**config.mk**
```make
export PLATFORM = sky130hd
export DESIGN_NAME = srh_conv_seq
export DESIGN_NICKNAME = d
export VERILOG_FILES = /design/src/hw/srh_conv_seq.sv /design/src/hw/srh_sync2.sv
export SDC_FILE = /design/constraint.sdc
export NUM_CORES = 1
export LEC_CHECK = 0
export BUFFER_PORTS_ARGS = -buffer_cell sky130_fd_sc_hd__buf_2
export CORE_MARGIN = 2
export CORE_UTILIZATION = 60
export DETAILED_ROUTE_END_ITERATION = 8
export PLACE_DENSITY = 0.81
export SLEW_MARGIN = 25
export SYNTH_ARGS = -nofsm -noshare
export SYNTH_HDL_FRONTEND = slang
export SYNTH_SLANG_ARGS = --single-unit
```
**constraint.sdc**
```tcl
create_clock -name clk -period 4 [get_ports clk]
set_input_delay 0.8 -clock clk [delete_from_list [all_inputs] [get_ports clk]]
set_output_delay 0.8 -clock clk [all_outputs]
set_load 0.01 [all_outputs]
```
**src/hw/srh_conv_seq.sv**
```systemverilog
// What this block does
// - open config: avoid both-armed 11.5-25 us
// - other configs: avoid both-armed 6.5-15 us
// - burst idle: both armed beyond upper bound
// - switching dead time below lower bound
package srh_pkg;

  // ------------------------------------------------------------
  // timing
  // ------------------------------------------------------------
  localparam int CLK_NS         = 40;
  localparam int WIN_LO_NS_OPEN = 11500;
  localparam int WIN_HI_NS_OPEN = 25000;
  localparam int WIN_LO_NS_THRESHOLD_SELECT_PIN = 6500;
  localparam int WIN_HI_NS_THRESHOLD_SELECT_PIN = 15000;
  // a both-armed span must stay strictly below the lower bound
  localparam int WIN_LO_CYC_OPEN = WIN_LO_NS_OPEN / CLK_NS;
  localparam int WIN_LO_CYC_THRESHOLD_SELECT_PIN = WIN_LO_NS_THRESHOLD_SELECT_PIN / CLK_NS;
  // or strictly above the upper bound
  localparam int WIN_HI_CYC_OPEN = (WIN_HI_NS_OPEN + CLK_NS - 1) / CLK_NS;
  localparam int WIN_HI_CYC_THRESHOLD_SELECT_PIN = (WIN_HI_NS_THRESHOLD_SELECT_PIN + CLK_NS - 1) / CLK_NS;

  // ------------------------------------------------------------
  // sequencer states
  // ------------------------------------------------------------
  typedef enum logic [5:0] {
    ST_OFF    = 6'b000001,
    ST_COND_A = 6'b000010,
    ST_DEAD_A = 6'b000100,
    ST_COND_B = 6'b001000,
    ST_DEAD_B = 6'b010000,
    ST_HOLD   = 6'b100000
  } srh_state_t;

endpackage

`timescale 1ns/100ps
`default_nettype none

module srh_conv_seq import srh_pkg::*; #(
  parameter int CNT_W = 16
) (
  input  wire logic             clk,
  input  wire logic             rst_n,
  input  wire logic             run_req,
  input  wire logic             burst_req,
  input  wire logic             stop_req,
  input  wire logic             threshold_select_pin_open,
  input  wire logic [CNT_W-1:0] half_period,
  input  wire logic [CNT_W-1:0] dead_time,
  input  wire logic             fault_clr,
  input  wire logic             gate_drive_a,
  input  wire logic             gate_drive_b,
  output var  logic             drain_sense_a,
  output var  logic             drain_sense_b,
  output var  logic             enable_out,
  output var  logic             enable_oe,
  output var  logic             switching,
  output var  logic             gap_illegal,
  output var  logic             fault_overlap
);

  // ------------------------------------------------------------
  // elaboration check
  // ------------------------------------------------------------
  generate
    if (CNT_W < 11 || CNT_W > 31) begin : g_bad_width
      $error("CNT_W must hold the window bounds");
    end
  endgenerate

  localparam logic [CNT_W-1:0] LO_OPEN = CNT_W'(WIN_LO_CYC_OPEN);
  localparam logic [CNT_W-1:0] LO_THRESHOLD_SELECT_PIN = CNT_W'(WIN_LO_CYC_THRESHOLD_SELECT_PIN);
  localparam logic [CNT_W-1:0] HI_OPEN = CNT_W'(WIN_HI_CYC_OPEN);
  localparam logic [CNT_W-1:0] HI_THRESHOLD_SELECT_PIN = CNT_W'(WIN_HI_CYC_THRESHOLD_SELECT_PIN);
  localparam logic [CNT_W-1:0] ONE     = CNT_W'(1);
  localparam logic [CNT_W-1:0] MAXC    = '1;

  srh_state_t       state_r;
  srh_state_t       state_nxt;
  logic [CNT_W-1:0] tmr_r;
  logic [CNT_W-1:0] gap_r;
  logic [CNT_W-1:0] lo_cyc;
  logic [CNT_W-1:0] hi_cyc;
  logic [CNT_W-1:0] dead_eff;
  logic [CNT_W-1:0] half_eff;
  logic [1:0]       gate_s;
  logic             both_hi;
  logic             hold_ok;
  logic             burst_seen_r;

  // ------------------------------------------------------------
  // gate feedback from the device
  // ------------------------------------------------------------
  srh_sync2 #(
    .WIDTH(2)
  ) u_sync (
    .clk  (clk),
    .rst_n(rst_n),
    .din  ({gate_drive_b, gate_drive_a}),
    .dout (gate_s)
  );

  // span in which a both-armed interval must not end
  always_comb begin
    lo_cyc = threshold_select_pin_open ? LO_OPEN : LO_THRESHOLD_SELECT_PIN;
    hi_cyc = threshold_select_pin_open ? HI_OPEN : HI_THRESHOLD_SELECT_PIN;
  end

  // dead time is clipped so switching never reaches the window
  always_comb begin
    if (dead_time >= lo_cyc - ONE) begin
      dead_eff = lo_cyc - ONE - ONE;
    end else if (dead_time == '0) begin
      dead_eff = ONE;
    end else begin
      dead_eff = dead_time;
    end
    half_eff = (half_period < ONE + ONE) ? ONE + ONE : half_period;
  end

  assign both_hi = drain_sense_a && drain_sense_b;

  // burst idle must run past the upper bound; a short protection
  // stop may also end before the lower bound
  always_comb begin
    if (burst_req) begin
      hold_ok = 1'b0;
    end else if (gap_r > hi_cyc) begin
      hold_ok = 1'b1;
    end else if (burst_seen_r) begin
      hold_ok = 1'b0;
    end else begin
      hold_ok = (gap_r < lo_cyc - ONE) && !stop_req;
    end
  end

  // ------------------------------------------------------------
  // sequencer
  // ------------------------------------------------------------
  always_comb begin
    state_nxt = state_r;
    unique case (state_r)
      ST_OFF: begin
        if (run_req) begin
          state_nxt = ST_COND_A;
        end
      end
      ST_COND_A: begin
        if (burst_req || stop_req) begin
          state_nxt = ST_HOLD;
        end else if (tmr_r >= half_eff - dead_eff) begin
          state_nxt = ST_DEAD_A;
        end
      end
      ST_DEAD_A: begin
        if (burst_req || stop_req) begin
          state_nxt = ST_HOLD;
        end else if (tmr_r >= dead_eff) begin
          state_nxt = ST_COND_B;
        end
      end
      ST_COND_B: begin
        if (burst_req || stop_req) begin
          state_nxt = ST_HOLD;
        end else if (tmr_r >= half_eff - dead_eff) begin
          state_nxt = ST_DEAD_B;
        end
      end
      ST_DEAD_B: begin
        if (burst_req || stop_req) begin
          state_nxt = ST_HOLD;
        end else if (tmr_r >= dead_eff) begin
          state_nxt = ST_COND_A;
        end
      end
      ST_HOLD: begin
        if (hold_ok) begin
          state_nxt = ST_COND_A;
        end
      end
      default: begin
        state_nxt = ST_OFF;
      end
    endcase
    // dropping run leaves the drains low, so no armed span remains
    if (!run_req) begin
      state_nxt = ST_OFF;
    end
  end

  always_ff @(posedge clk or negedge rst_n) begin
    if (!rst_n) begin
      state_r <= ST_OFF;
    end else begin
      state_r <= state_nxt;
    end
  end

  // a hold that saw burst may only end past the upper bound or when run drops
  always_ff @(posedge clk or negedge rst_n) begin
    if (!rst_n) begin
      burst_seen_r <= 1'b0;
    end else begin
      burst_seen_r <= (state_nxt == ST_HOLD) && (burst_seen_r || burst_req);
    end
  end

  always_ff @(posedge clk or negedge rst_n) begin
    if (!rst_n) begin
      tmr_r <= '0;
    end else if (state_nxt != state_r) begin
      tmr_r <= ONE;
    end else if (tmr_r != MAXC) begin
      tmr_r <= tmr_r + ONE;
    end
  end

  // ------------------------------------------------------------
  // drain level outputs: high means above the arming level
  // ------------------------------------------------------------
  always_ff @(posedge clk or negedge rst_n) begin
    if (!rst_n) begin
      drain_sense_a <= 1'b0;
      drain_sense_b <= 1'b0;
      switching     <= 1'b0;
    end else begin
      drain_sense_a <= state_nxt inside {ST_DEAD_A, ST_COND_B,
                                         ST_DEAD_B, ST_HOLD};
      drain_sense_b <= state_nxt inside {ST_COND_A, ST_DEAD_A,
                                         ST_DEAD_B, ST_HOLD};
      switching     <= state_nxt inside {ST_COND_A, ST_DEAD_A,
                                         ST_COND_B, ST_DEAD_B};
    end
  end

  // length of the current both-armed span, saturating
  always_ff @(posedge clk or negedge rst_n) begin
    if (!rst_n) begin
      gap_r <= '0;
    end else if (!both_hi) begin
      gap_r <= '0;
    end else if (gap_r != MAXC) begin
      gap_r <= gap_r + ONE;
    end
  end

  // flags a span that ended inside the window; should never fire
  always_ff @(posedge clk or negedge rst_n) begin
    if (!rst_n) begin
      gap_illegal <= 1'b0;
    end else begin
      gap_illegal <= !both_hi && gap_r >= lo_cyc && gap_r <= hi_cyc;
    end
  end

  // ------------------------------------------------------------
  // enable pin: pulled low to force low consumption, else open
  // ------------------------------------------------------------
  always_ff @(posedge clk or negedge rst_n) begin
    if (!rst_n) begin
      enable_out <= 1'b0;
      enable_oe  <= 1'b1;
    end else begin
      enable_out <= 1'b0;
      enable_oe  <= !run_req;
    end
  end

  // device keeps the gates apart; watch for a breach
  always_ff @(posedge clk or negedge rst_n) begin
    if (!rst_n) begin
      fault_overlap <= 1'b0;
    end else if (gate_s[0] && gate_s[1]) begin
      fault_overlap <= 1'b1;
    end else if (fault_clr) begin
      fault_overlap <= 1'b0;
    end
  end

endmodule // srh_conv_seq

`default_nettype wire

```
**src/hw/srh_sync2.sv**
```systemverilog
`timescale 1ns/100ps
`default_nettype none

// ------------------------------------------------------------
// two-stage synchroniser for pin inputs
// ------------------------------------------------------------
module srh_sync2 #(
  parameter int WIDTH = 2
) (
  input  wire logic             clk,
  input  wire logic             rst_n,
  input  wire logic [WIDTH-1:0] din,
  output var  logic [WIDTH-1:0] dout
);

  logic [WIDTH-1:0] meta_r;

  // first stage is read only by the second stage
  always_ff @(posedge clk or negedge rst_n) begin
    if (!rst_n) begin
      meta_r <= '0;
      dout   <= '0;
    end else begin
      meta_r <= din;
      dout   <= meta_r;
    end
  end

endmodule // srh_sync2

`default_nettype wire

```
Word level (Yosys, flattened, before mapping):

Index checks and enable logic that the tools add are counted.
Widths: inputs -> output; s select.

* output and inout bits: 7
* bits in registers: 49
* logic and storage cells: 82
* input bits: 41

* magnitude comparators: 8
* $add $sub $neg: 5
* eq/ne operators: 15
* reduce and logical (&&, ||, !) cells: 17
* muxes and demuxes: 25

Operators by type and width (count)
* $mux 16: 7
* $mux 6: 10
* $ge 16x16->1: 3
* $pmux 6 s6: 1
* $add 16x1->16 const B: 2
* $ne 16x16->1 const B: 2
* $ge 16x9->1: 1
* $gt 16x10->1: 1
* $le 16x10->1: 1
* $logic_not 16->1: 1
* $lt 16x16->1: 1
* $lt 16x2->1 const B: 1
* $sub 16x1->16 const B: 1
* $sub 16x16->16: 1
* $eq 6x2->1 const B: 2
* $eq 6x3->1 const B: 2
* $eq 6x4->1 const B: 2
* $eq 6x5->1 const B: 2
* $eq 6x6->1 const B: 2
* $reduce_bool 4->1: 3
* $mux 10: 1
* $sub 9x1->10 const B: 1
* $mux 9: 1
* $eq 6x1->1 const B: 1
* 7 further kinds: 20

Logic depth before layout (Yosys ltp):

Gate-level depths: netlist of run 1.

* word-level depth: 12
* gate-level depth with buffers: 28
* mapped depth without buffers: 27

Modules after synthesis:

From an unflattened synthesis of run 1, not the netlist that was laid out.

* cells, all modules: 527
* area total of the unflattened synthesis: 4604.4 um^2

Modules (own cells, without submodules)
* srh_conv_seq: cells an instance 523, area each 4504.3 um^2, sequential area each 1128.6 um^2, times used 1
* srh_sync2: cells an instance 4, area each 100.1 um^2, sequential area each 100.1 um^2, times used 1

Worst setup path before layout of run 1:

OpenSTA, ideal clock, no wires.

* path kind: input -> register
* start: input threshold_select_pin_open
* end: register switching
* setup time: 0.139 ns
* buffers on the path: 0
* stages: 26
* arrival: 6.151 ns
* path slack: -2.289 ns
* data required time: 3.861 ns
* path through: inv_1 -> ha_1 -> nand2b_1 -> a2111o_1 -> a211oi_1 -> nor2_1 -> a21oi_1 -> ha_1 -> nor2b_1 -> or3_1 -> nand2_1 -> a211oi_1 -> o211ai_2 -> a31oi_1 -> a311o_1 -> a21oi_1 -> xor2_1 -> ha_1 -> nand4_1 -> nor2_1 -> a21oi_1 -> o211a_1 -> o21a_1 -> a2bb2oi_1 -> nor2_1 -> or4_1

* longest elaborated chain between the ends: 12
* elaborated cells on any way between the ends: 31
* classes of those cells: 3 x add/sub; 5 x order compare; 4 x eq/ne; 17 x mux; 2 x reduce/logical

Ends and longest elaborated chain
* start: declaration: line srh_conv_seq.sv:48 `input wire logic threshold_select_pin_open,`
* $mux 9: line srh_conv_seq.sv:106 `lo_cyc = threshold_select_pin_open ? LO_OPEN : LO_THRESHOLD_SELECT_PIN;`
* $sub 9x1->10: line srh_conv_seq.sv:112, srh_conv_seq.sv:113, srh_conv_seq.sv:134
* $sub 16x1->16 (tied with other cells): line srh_conv_seq.sv:113 `dead_eff = lo_cyc - ONE - ONE;`
* $mux 16 or $logic_and 1x1->1 (tied branches): line srh_conv_seq.sv:112, srh_conv_seq.sv:134
* $sub 16x16->16 or $mux 1 (tied branches): line srh_conv_seq.sv:152, srh_conv_seq.sv:166, srh_conv_seq.sv:131
* $ge 16x16->1 or $mux 1 (tied branches): line srh_conv_seq.sv:152, srh_conv_seq.sv:166, srh_conv_seq.sv:129
* $mux 6 (tied with other cells): line srh_conv_seq.sv:166 `end else if (tmr_r >= half_eff - dead_eff) begin`
* $mux 6 (on tied branches): line srh_conv_seq.sv:164, srh_conv_seq.sv:150, srh_conv_seq.sv:178
* $pmux 6 s6 *: line srh_conv_seq.sv:143 `unique case (state_r)`
* $mux 6 *: line srh_conv_seq.sv:187 `if (!run_req) begin`
* named net state_nxt[4]: line srh_conv_seq.sv:80 `srh_state_t state_nxt;`
* $eq 6x2->1 (tied with other cells): line srh_conv_seq.sv:232 `switching <= state_nxt inside {ST_COND_A, ST_DEAD_A,`
* $reduce_bool 4->1 *: line srh_conv_seq.sv:232
* end signal: assignment: line srh_conv_seq.sv:232
* end: declaration: line srh_conv_seq.sv:58 `output var logic switching,`

Mark *: on every way through the listed nets, which the timed path passes. The rest lies on a longest branch.
A chain may end at the register's enable or synchronous reset.

Worst setup path in the final report of run 1:

* start: input threshold_select_pin_open
* end: register tmr_r[2]

* longest elaborated chain between the ends: 12
* elaborated cells on any way between the ends: 29
* classes of those cells: 3 x add/sub; 5 x order compare; 1 x eq/ne; 18 x mux; 2 x reduce/logical

Ends and longest elaborated chain
* $mux 9: line srh_conv_seq.sv:106
* $sub 9x1->10: line srh_conv_seq.sv:112, srh_conv_seq.sv:113, srh_conv_seq.sv:134
* $sub 16x1->16 (tied with other cells): line srh_conv_seq.sv:113
* $mux 16 or $logic_and 1x1->1 (tied branches): line srh_conv_seq.sv:112, srh_conv_seq.sv:134
* $sub 16x16->16 or $mux 1 (tied branches): line srh_conv_seq.sv:152, srh_conv_seq.sv:166, srh_conv_seq.sv:131
* $ge 16x16->1 or $mux 1 (tied branches): line srh_conv_seq.sv:152, srh_conv_seq.sv:166, srh_conv_seq.sv:129
* $mux 6 (tied with other cells): line srh_conv_seq.sv:166
* $mux 6 (on tied branches): line srh_conv_seq.sv:164, srh_conv_seq.sv:150, srh_conv_seq.sv:178
* $pmux 6 s6 *: line srh_conv_seq.sv:143
* $mux 6 *: line srh_conv_seq.sv:187
* $ne 6x6->1 *: line srh_conv_seq.sv:212 `end else if (state_nxt != state_r) begin`
* $mux 16 or $reduce_bool 2->1 (tied branches)
* end signal: assignment: line srh_conv_seq.sv:215 `tmr_r <= tmr_r + ONE;`
* end: declaration: line srh_conv_seq.sv:81 `logic [CNT_W-1:0] tmr_r;`

Mark *: on every way between the ends. The rest lies on a longest branch, timed or not.

==> results.cfg, run 1 <==
[run_status]
status = finished, violations left
violations = setup timing

[yosys]
synth_edf_count = 0
synth.mux.area_fraction_pct = 0.905
synthSimpleGateAreaFrac_pct = 22.9
syn-cell-area_um2 = 4560
ys_ff_latch = 49
synthAdderAreaFrac_pct = 19.3
syn_area_per_cell_um2 = 8.72
synth_xor_xnor_area_share_pct = 7.29
synthCells = 523
synth-async-reset-ratio_pct = 100
ys_seq_area_share_pct = 26.9
synth-compound-area-share_pct = 19.0
yosys_warnings = 0
synthFlopType = dfrtp_1
ys_types = 67
synth_top_family_by_area = simple AND/OR/NAND/NOR gates

[sta]
post-route-min-period_ns = 6.08
post-route-period-util_pct = 152
fin_ws_ns = -2.08
hold_viol = 0
tightest_slew_ns = 0.807
fin_hold_ws_ns = 0.357
max_freq_ghz = 0.164
finClkSkew_ns = 0.00849
slew_viol_final = 0
tns_ns = -44.93
grt_setup_unrepaired = yes
relSlewSlack_pct = 45.4
setup_viol = 23

[floorplan]
core-area_um2 = 7290
initial_core_util_pct = 62.6
die_area_um2 = 8320
io_pins = 48
die_x_um = 91.2
die_h_um = 91.2
placementRows = 31

[place]
portBuffers = 46
placed_cell_area_um2 = 5460
dpl.hpwl_mm = 8.90
gp_congestion = 0.940

[pwr]
p_comb_share_pct = 45.5
p_sw_share_pct = 36.4
p_clk_share_pct = 23.0
p_sw_uw = 688
fin_total_pwr_uw = 1890
p_leak_uw = 0.00289
pwr-share-seq_pct = 31.5
p_per_area_nw_per_um2 = 310
vdd_drop_max_mv = 0.417
intPower_uw = 1200

[cts]
cts_buffers = 5
h-tree-depth = 2
cts_tree = done
cts-hold-fix-buffers = 0
clk_latency_ns = 0.32
cts_root_buf = clkbuf_8
cts.sinks = 49
cts.path.max_buffers = 2
path_clk_slew_ns = 0.10

[worst_setup_path]
start_kind = primary input
crit_start = threshold_select_pin_open
end_kind = flip-flop
critPathSlowestCell = a2111o_1
crit_arrival_ns = 6.29
rrSetupSlack_ns = 0.76
max_stage_delay_ns = 0.52
cp_max_fo = 8
cp.required_ns = 4.21
r2r_cells = 10
critPathKind = primary input to flip-flop
r2r-start = gap_r[8]
critPathCapture = tmr_r[2]
regToRegEndpoint = switching

[min_path]
hold_class = flip-flop to flip-flop

[route]
drcViolationCount = 0
firstDrtPassIters = 4
wl_mm = 15.2
drt-initial-drc-count = 333
wire_per_inst_um = 20.1
num_vias = 4831
ant_nets = 0
vias_per_cell = 6.36

[job]
drv_cap = 0

[finish]
drive_gt1_share_pct = 32.4
final_nets = 769
utilization_pct = 83.4
final_cell_area_um2 = 6080
diodes = 0
area_growth_pct = 33.3

[global_routing]
overflow = 0
track_usage_pct = 34.4
grt_pass1_wl_mm = 23.0
antenna_found_initial = 0
grt_pass1_vias = 4928
grt_max_degree = 50
==> layer usage <==
layer / track usage [%] / vias to the layer above / routed length (µm)
met5: 0 / - / 0
li1: - / 2172 / -
met3: 5.39 / 92 / 942
met1: 38.1 / 2303 / 5690
met4: 22.0 / 0 / 1030
met2: 60.9 / 264 / 7550
==> repair_timing <==
action | in CTS | in global routing
resized for setup | 36 | 29
gates cloned | 0 | 1
pin swaps | 28 | 18
setup endpoints to repair | 23 | 23
buffers inserted | 18 | 4
==> worst min path at each step <==
stage | slack (ns) | startpoint | end | cells past startpoint
2_1_floorplan | 0.33 | u_sync.meta_r[0] | u_sync.dout[0] | 0
3_3_place_gp | 0.33 | u_sync.meta_r[0] | u_sync.dout[0] | 0
3_5_place_dp | 0.34 | u_sync.meta_r[1] | u_sync.dout[1] | 0
4_1_cts | 0.36 | u_sync.meta_r[1] | u_sync.dout[1] | 0
5_1_grt | 0.38 | u_sync.meta_r[0] | u_sync.dout[0] | 0
6_report | 0.36 | u_sync.meta_r[1] | u_sync.dout[1] | 0
==> critical path, delay by kind of cell <==
kind,cells,cell delay (ns)
buffers and inverters,5,0.70
AO/OA/AOI/OAI,12,2.80
XOR/XNOR,1,0.14
AND/OR/NAND/NOR,7,0.75
adder cells (fa/ha/maj),4,1.08
==> registers in the layout (all words and copies together), names as in the netlist <==
register and flops:
enable_oe 1, tmr_r 16, gap_r 16, u_sync.dout 2
drain_sense_b 1, fault_overlap 1, switching 1, drain_sense_a 1
u_sync.meta_r 2, state_r 6, gap_illegal 1, burst_seen_r 1
==> cell usage in the layout, fill, tap and decap left out, types with 15 or more instances in the layout <==
master	Yosys	final
nand2_1	37	33
buf_4	1	86
a21o_1	15	15
nand3_1	18	18
xor2_1	24	24
dfrtp_1	47	47
inv_1	18	17
buf_2	2	44
a21oi_1	26	21
nor2_1	61	48
ha_1	68	61
==> per-stage QoR <==
step           setup slack (ns)  std cells
6_report                  -2.08        759
5_1_grt                   -2.25        759
4_1_cts                   -1.82        754
3_5_place_dp              -2.37        729
3_3_place_gp              -2.15        729
2_1_floorplan             -1.92        535
==> logic make-up (layout without fill, tap and decap cells) <==
group | count (synthesis) | in the layout
AO/OA/AOI/OAI | 115 | 115
multiplexers | 4 | 4
buffers and inverters | 39 | 164
other | 2 | 14
XOR/XNOR | 38 | 38
flip-flops | 49 | 49
adder cells (fa/ha/maj) | 70 | 70
AND/OR/NAND/NOR | 206 | 206
==> cell usage after synthesis (3+ instances only) <==
master | instances | area, µm²
a21oi_1 | 26 | 130
inv_1 | 18 | 67.6
nand4_1 | 10 | 62.6
or2_2 | 4 | 25.0
xnor2_1 | 14 | 123
mux2i_1 | 3 | 30.0
nand4b_1 | 3 | 26.3
a211o_1 | 3 | 26.3
nand2_1 | 37 | 139
o21ai_0 | 21 | 105
and2_1 | 4 | 25.0
nand3_1 | 18 | 90.1
xor2_1 | 24 | 210
a211oi_1 | 5 | 37.5
clkbuf_1 | 17 | 63.8
and3_1 | 10 | 62.6
nor2b_1 | 8 | 50.1
o21a_1 | 5 | 37.5
or3_1 | 3 | 18.8
and3b_1 | 3 | 26.3
dfrtp_1 | 47 | 1180
nor3_1 | 14 | 70.1
a2111oi_4 | 3 | 82.6
a21o_1 | 15 | 113
ha_1 | 68 | 851
a31oi_1 | 7 | 43.8
nor2_1 | 61 | 229
nor4_1 | 12 | 75.1
nand3b_1 | 3 | 22.5
nand2b_1 | 8 | 50.1
==> area by class of cell <==
| type | instances | area [µm²] |
|---|---|---|
| clock buffer | 5 | 68.8 |
| fill | 425 | 1210 |
| clock inverter | 3 | 68.8 |
| multi-input combinational | 447 | 3540 |
| inverter | 18 | 71.3 |
| tap | 99 | 124 |
| sequential | 49 | 1230 |
| timing repair buffer | 138 | 982 |
==> power by group through the flow <==
stage          combinational [µW]  sequential [µW]  clock [µW]
2_1_floorplan                 450              584           0
3_3_place_gp                  650              599           0
3_5_place_dp                  675              602           0
4_1_cts                       723              593         434
5_1_grt                       925              602         462
6_report                      859              595         434
Note: power is estimated with default switching activity, not from simulation.
==> inputs of run 2 (changes only) <==
--- a/config.mk
+++ b/config.mk
@@ -10,6 +10,7 @@
 export CORE_UTILIZATION = 60
 export DETAILED_ROUTE_END_ITERATION = 8
 export PLACE_DENSITY = 0.81
+export RECOVER_POWER = 25
 export SLEW_MARGIN = 25
 export SYNTH_ARGS = -nofsm -noshare
 export SYNTH_HDL_FRONTEND = slang
==> results.cfg, run 2 (same netlist as run 1, synthesis figures left out) <==
[finish]
diodes = 0
mostFrequentLayoutCells = buf_4, ha_1, nor2_1, dfrtp_1, buf_2
multiInputGateArea_um2 = 3540
layout.area.seq_um2 = 1230
drive_gt1_share_pct = 32.1
area_growth_pct = 33.2
reg_top3 = gap_r x16, tmr_r x16, state_r x6
fill_cells = 427
layout_commonest_cell = buf_4
final_nets = 769

[route]
wire_per_inst_um = 20.1
drcViolationCount = 0
num_vias = 4829
wl_mm = 15.2
ant_nets = 0
drt-initial-drc-count = 333
firstDrtPassIters = 4
vias_per_cell = 6.36

[sta]
fin_ws_ns = -2.08
post-route-min-period_ns = 6.08
tightest_slew_ns = 2.56
fin_hold_ws_ns = 0.357
grt_setup_unrepaired = yes
setup_viol = 23
tns_ns = -44.93
finClkSkew_ns = 0.00849
relSlewSlack_pct = -70.6
slew_viol_final = 50
max_freq_ghz = 0.164
hold_viol = 0
post-route-period-util_pct = 152

[global_routing]
antenna_found_initial = 0
grt_max_degree = 50
grt_pass1_wl_mm = 23.0
track_usage_pct = 34.4
overflow = 0
grt_pass1_vias = 4928

[cts]
cts_root_buf = clkbuf_8
cts_tree = done
cts_buffers = 5
h-tree-depth = 2
path_clk_slew_ns = 0.10
clk_latency_ns = 0.32
cts.path.max_buffers = 2
cts.sinks = 49

[worst_setup_path]
cp.required_ns = 4.21
end_kind = flip-flop
rrSetupSlack_ns = 0.76
cp_max_fo = 8
critPathKind = primary input to flip-flop
critPathSlowestCell = a2111o_1
crit_arrival_ns = 6.29
start_kind = primary input
max_stage_delay_ns = 0.52

[place]
dpl.hpwl_mm = 8.90
portBuffers = 46
gp_congestion = 0.940
dp_slack_ns = -2.37

[run_status]
status = finished, violations left
violations = capacitance limit, slew limit, setup timing

[floorplan]
die_area_um2 = 8320
initial_core_util_pct = 62.6
io_pins = 48
die_x_um = 91.2
core-area_um2 = 7290
die_h_um = 91.2
placementRows = 31

[pwr]
p_leak_uw = 0.00288
p_per_area_nw_per_um2 = 310
fin_total_pwr_uw = 1890
vdd_drop_max_mv = 0.417

[job]
drv_cap = 1

[min_path]
hold_class = flip-flop to flip-flop
==> run 2: cell count changes in the layout (fill, tap and decap cells not counted) <==
cell      before  now
buf_2         44   43
buf_4         86   85
clkbuf_1       0    2
==> run 2: layout make-up <==
class	count	area share (%)
Sequential cell	49	20.2
Inverter	18	1.17
Clock inverter	3	1.13
Clock buffer	5	1.13
Multi-Input combinational cell	447	58.2
Timing Repair Buffer	138	16.1
Tap cell	99	2.04
==> run 2: final timing paths <==
check / depth (start not counted) / end / from
hold / removal: 0 / u_sync.dout[1] / u_sync.meta_r[1]
hold reg to reg: 0 / u_sync.dout[1] / u_sync.meta_r[1]
max in group asynchronous: 1 / state_r[4] / rst_n
setup reg to reg: 10 / switching / gap_r[8]
min in group asynchronous: 1 / drain_sense_b / rst_n
setup / recovery: 29 / tmr_r[2] / threshold_select_pin_open
==> run 2: metal layers <==
metal	vias to the layer above	wire, µm	track usage (%)
met3	92	951	5.39
met5	-	0	0
li1	2172	-	-
met2	263	7550	60.9
met4	0	1030	22.0
met1	2302	5680	38.1
==> run 2: critical path: cells and delay by family <==
kind,cells,cell delay (ns)
adders and majority gates,4,1.08
xor gates and xnor gates,1,0.14
AOI/OAI and AO/OA,12,2.80
buffers and inverters,5,0.70
and+or+nand+nor,7,0.75
==> run 2: power breakdown <==
part | leakage [µW] | internal [µW] | switching (µW) | total (µW)
clock network | 0.0000687 | 252 | 182 | 434
registers | 0.000658 | 540 | 55.1 | 595
logic | 0.00216 | 408 | 450 | 858
==> run 2: stage by stage <==
step / util (%) / cells / area [µm²]
after global placement: 74.9 / 729 / 5460
after global routing: 83.4 / 759 / 6080
final: 83.4 / 759 / 6080
after floorplan: - / 535 / 4660
after CTS: 81.0 / 754 / 5900
after detailed placement: 74.9 / 729 / 5460
==> run 2: what timing repair did <==
action / in CTS / in global routing
resized for setup: 36 / 29
hold buffers: 0 / 0
endpoints found under the setup margin: 23 / 23
buffers inserted: 18 / 4
pin swaps: 28 / 18
gates cloned: 0 / 1
==> inputs of run 3 (changes only) <==
--- a/config.mk
+++ b/config.mk
@@ -14,4 +14,5 @@
 export SLEW_MARGIN = 25
 export SYNTH_ARGS = -nofsm -noshare
 export SYNTH_HDL_FRONTEND = slang
+export SYNTH_HIERARCHICAL = 1
 export SYNTH_SLANG_ARGS = --single-unit
==> results.cfg, run 3 <==
[global_routing]
antenna_found_initial = 0
overflow = 0
grt_pass1_wl_mm = 23.7
track_usage_pct = 34.9
grt_max_degree = 50
grt_pass1_vias = 4981

[run_status]
violations = capacitance limit, slew limit, setup timing
status = finished, violations left

[place]
placed_cell_area_um2 = 5670
gp_congestion = 0.951
dpl.hpwl_mm = 9.74
dp_slack_ns = -2.64
portBuffers = 46

[worst_setup_path]
critPathSlowestCell = or4b_4
start_kind = primary input
cp_max_fo = 8
cp.required_ns = 4.21
end_kind = flip-flop
critPathKind = primary input to flip-flop
r2r-start = gap_r[1]
r2r_cells = 11
crit_arrival_ns = 6.69
max_stage_delay_ns = 0.52
crit_start = threshold_select_pin_open

[min_path]
hold_class = flip-flop to flip-flop
hp-start = u_sync/meta_r[1]
min_path_cells = 0

[route]
wire_per_inst_um = 20.9
firstDrtPassIters = 8
wl_mm = 16.2
ant_nets = 0
drcViolationCount = 0
num_vias = 5162
vias_per_cell = 6.68
drt-initial-drc-count = 566

[floorplan]
placementRows = 31
die_area_um2 = 8390
die_x_um = 91.6
core-area_um2 = 7330
die_h_um = 91.6
initial_core_util_pct = 62.8
io_pins = 48

[cts]
cts.path.max_buffers = 2
h-tree-depth = 2
clk_latency_ns = 0.31
path_clk_slew_ns = 0.09
cts-hold-fix-buffers = 0
cts_root_buf = clkbuf_8
cts.sinks = 49
cts_tree = done
cts_buffers = 5

[finish]
diodes = 0
area_growth_pct = 35.9
drive_gt1_share_pct = 32.5
final_nets = 783
fill_cells = 359
reg_top3 = gap_r x16, tmr_r x16, state_r x6
mostFrequentLayoutCells = buf_4, ha_1, dfrtp_1, nor2_1, buf_2
layout_commonest_cell = buf_4
utilization_pct = 85.4
final_cell_area_um2 = 6260

[pwr]
p_per_area_nw_per_um2 = 292
p_leak_uw = 0.00294
fin_total_pwr_uw = 1830
vdd_drop_max_mv = 0.307

[yosys]
synthCells = 527
ys_top_cells_by_area = dfrtp_1, ha_1, xor2_1, nor2_1, nand2_1
ys_seq_area_share_pct = 26.7
yosys_warnings = 6
synth.top_cells.by_count = ha_1, nor2_1, dfrtp_1, nand2_1, a21oi_1
synth-async-reset-ratio_pct = 100
synthFlopType = dfrtp_1
ys_ff_latch = 49
syn_area_per_cell_um2 = 8.74
synth_edf_count = 0
synth_top_area_share_pct = 25.5
syn-cell-area_um2 = 4600
yosysMostFrequentCell = ha_1
ys_types = 72
yosysTopAreaCell = dfrtp_1

[sta]
tightest_slew_ns = 2.57
fin_ws_ns = -2.48
post-route-min-period_ns = 6.48
max_freq_ghz = 0.154
tns_ns = -52.85
grt_setup_unrepaired = yes
finClkSkew_ns = 0.0114
post-route-period-util_pct = 162
hold_viol = 0
relSlewSlack_pct = -71.2
slew_viol_final = 50
setup_viol = 23

[job]
drv_cap = 1
[run 3: what timing repair did]
item	4_1_cts	5_1_grt
gates resized for setup	46	14
buffers inserted	8	6
endpoints found under the hold margin	0	0
pin swaps	24	15
endpoints found under the setup margin	23	23
[run 3: cells by family (layout without fill, tap and decap cells)]
kind of cell             count (synthesis)  in the layout  synth area share, %
AND/OR/NAND/NOR                        199            199                 23.3
AO/OA/AOI/OAI                          125            125                 19.4
adder cells (fa/ha/maj)                 70             70                 19.1
flip-flops                              49             49                 26.7
buffers and inverters                   43            178                 3.86
XOR/XNOR                                38             38                 7.23
other                                    2             14                0.163
multiplexers                             1              1                0.217
[run 3: final timing paths]
check	slack [ns]	end
worst min register to register	0.36	u_sync/dout[1]
worst max-delay path	-2.48	tmr_r[7]
worst min-delay path	0.36	u_sync/dout[1]
min in group asynchronous	1.28	gap_r[4]
max in group asynchronous	1.25	switching
worst max register to register	0.51	tmr_r[0]
[run 3: critical path: cells and delay by family]
kind | cells | cell delay (ns)
AO/OA/AOI/OAI | 10 | 2.34
adder cells (fa/ha/maj) | 3 | 0.92
AND/OR/NAND/NOR | 8 | 1.78
buffers and inverters | 6 | 0.82
[run 3: layer usage]
| layer | global-route usage (%) | routed length, µm | vias to the layer above |
|---|---|---|---|
| li1 | - | - | 2237 |
| met1 | 42.5 | 6070 | 2412 |
| met2 | 60.4 | 7640 | 393 |
| met3 | 4.65 | 1410 | 120 |
| met4 | 17.4 | 1040 | 0 |
| met5 | 0 | 0 | - |
[run 3: layout make-up]
class / count / area, µm² / share of cell area, %
sequential: 49 / 1230 / 19.6
clock inverter: 2 / 13.8 / 0.220
clock buffer: 6 / 82.6 / 1.32
tap: 99 / 124 / 1.98
timing repair buffer: 148 / 1030 / 16.4
multi-input combinational: 447 / 3700 / 59.1
inverter: 22 / 86.3 / 1.38
[run 3: through the flow]
step	hold WS (ns)	cells
global placement	0.333	751
CTS	0.364	767
floorplan	0.331	539
global route	0.370	773
detailed placement	0.343	751
finish	0.362	773
[run 3: power breakdown]
part           internal (µW)  switching [µW]  leakage (µW)  total [µW]
registers                540            66.6      0.000658         606
logic                    418             500       0.00223         918
clock network            140             166     0.0000512         306
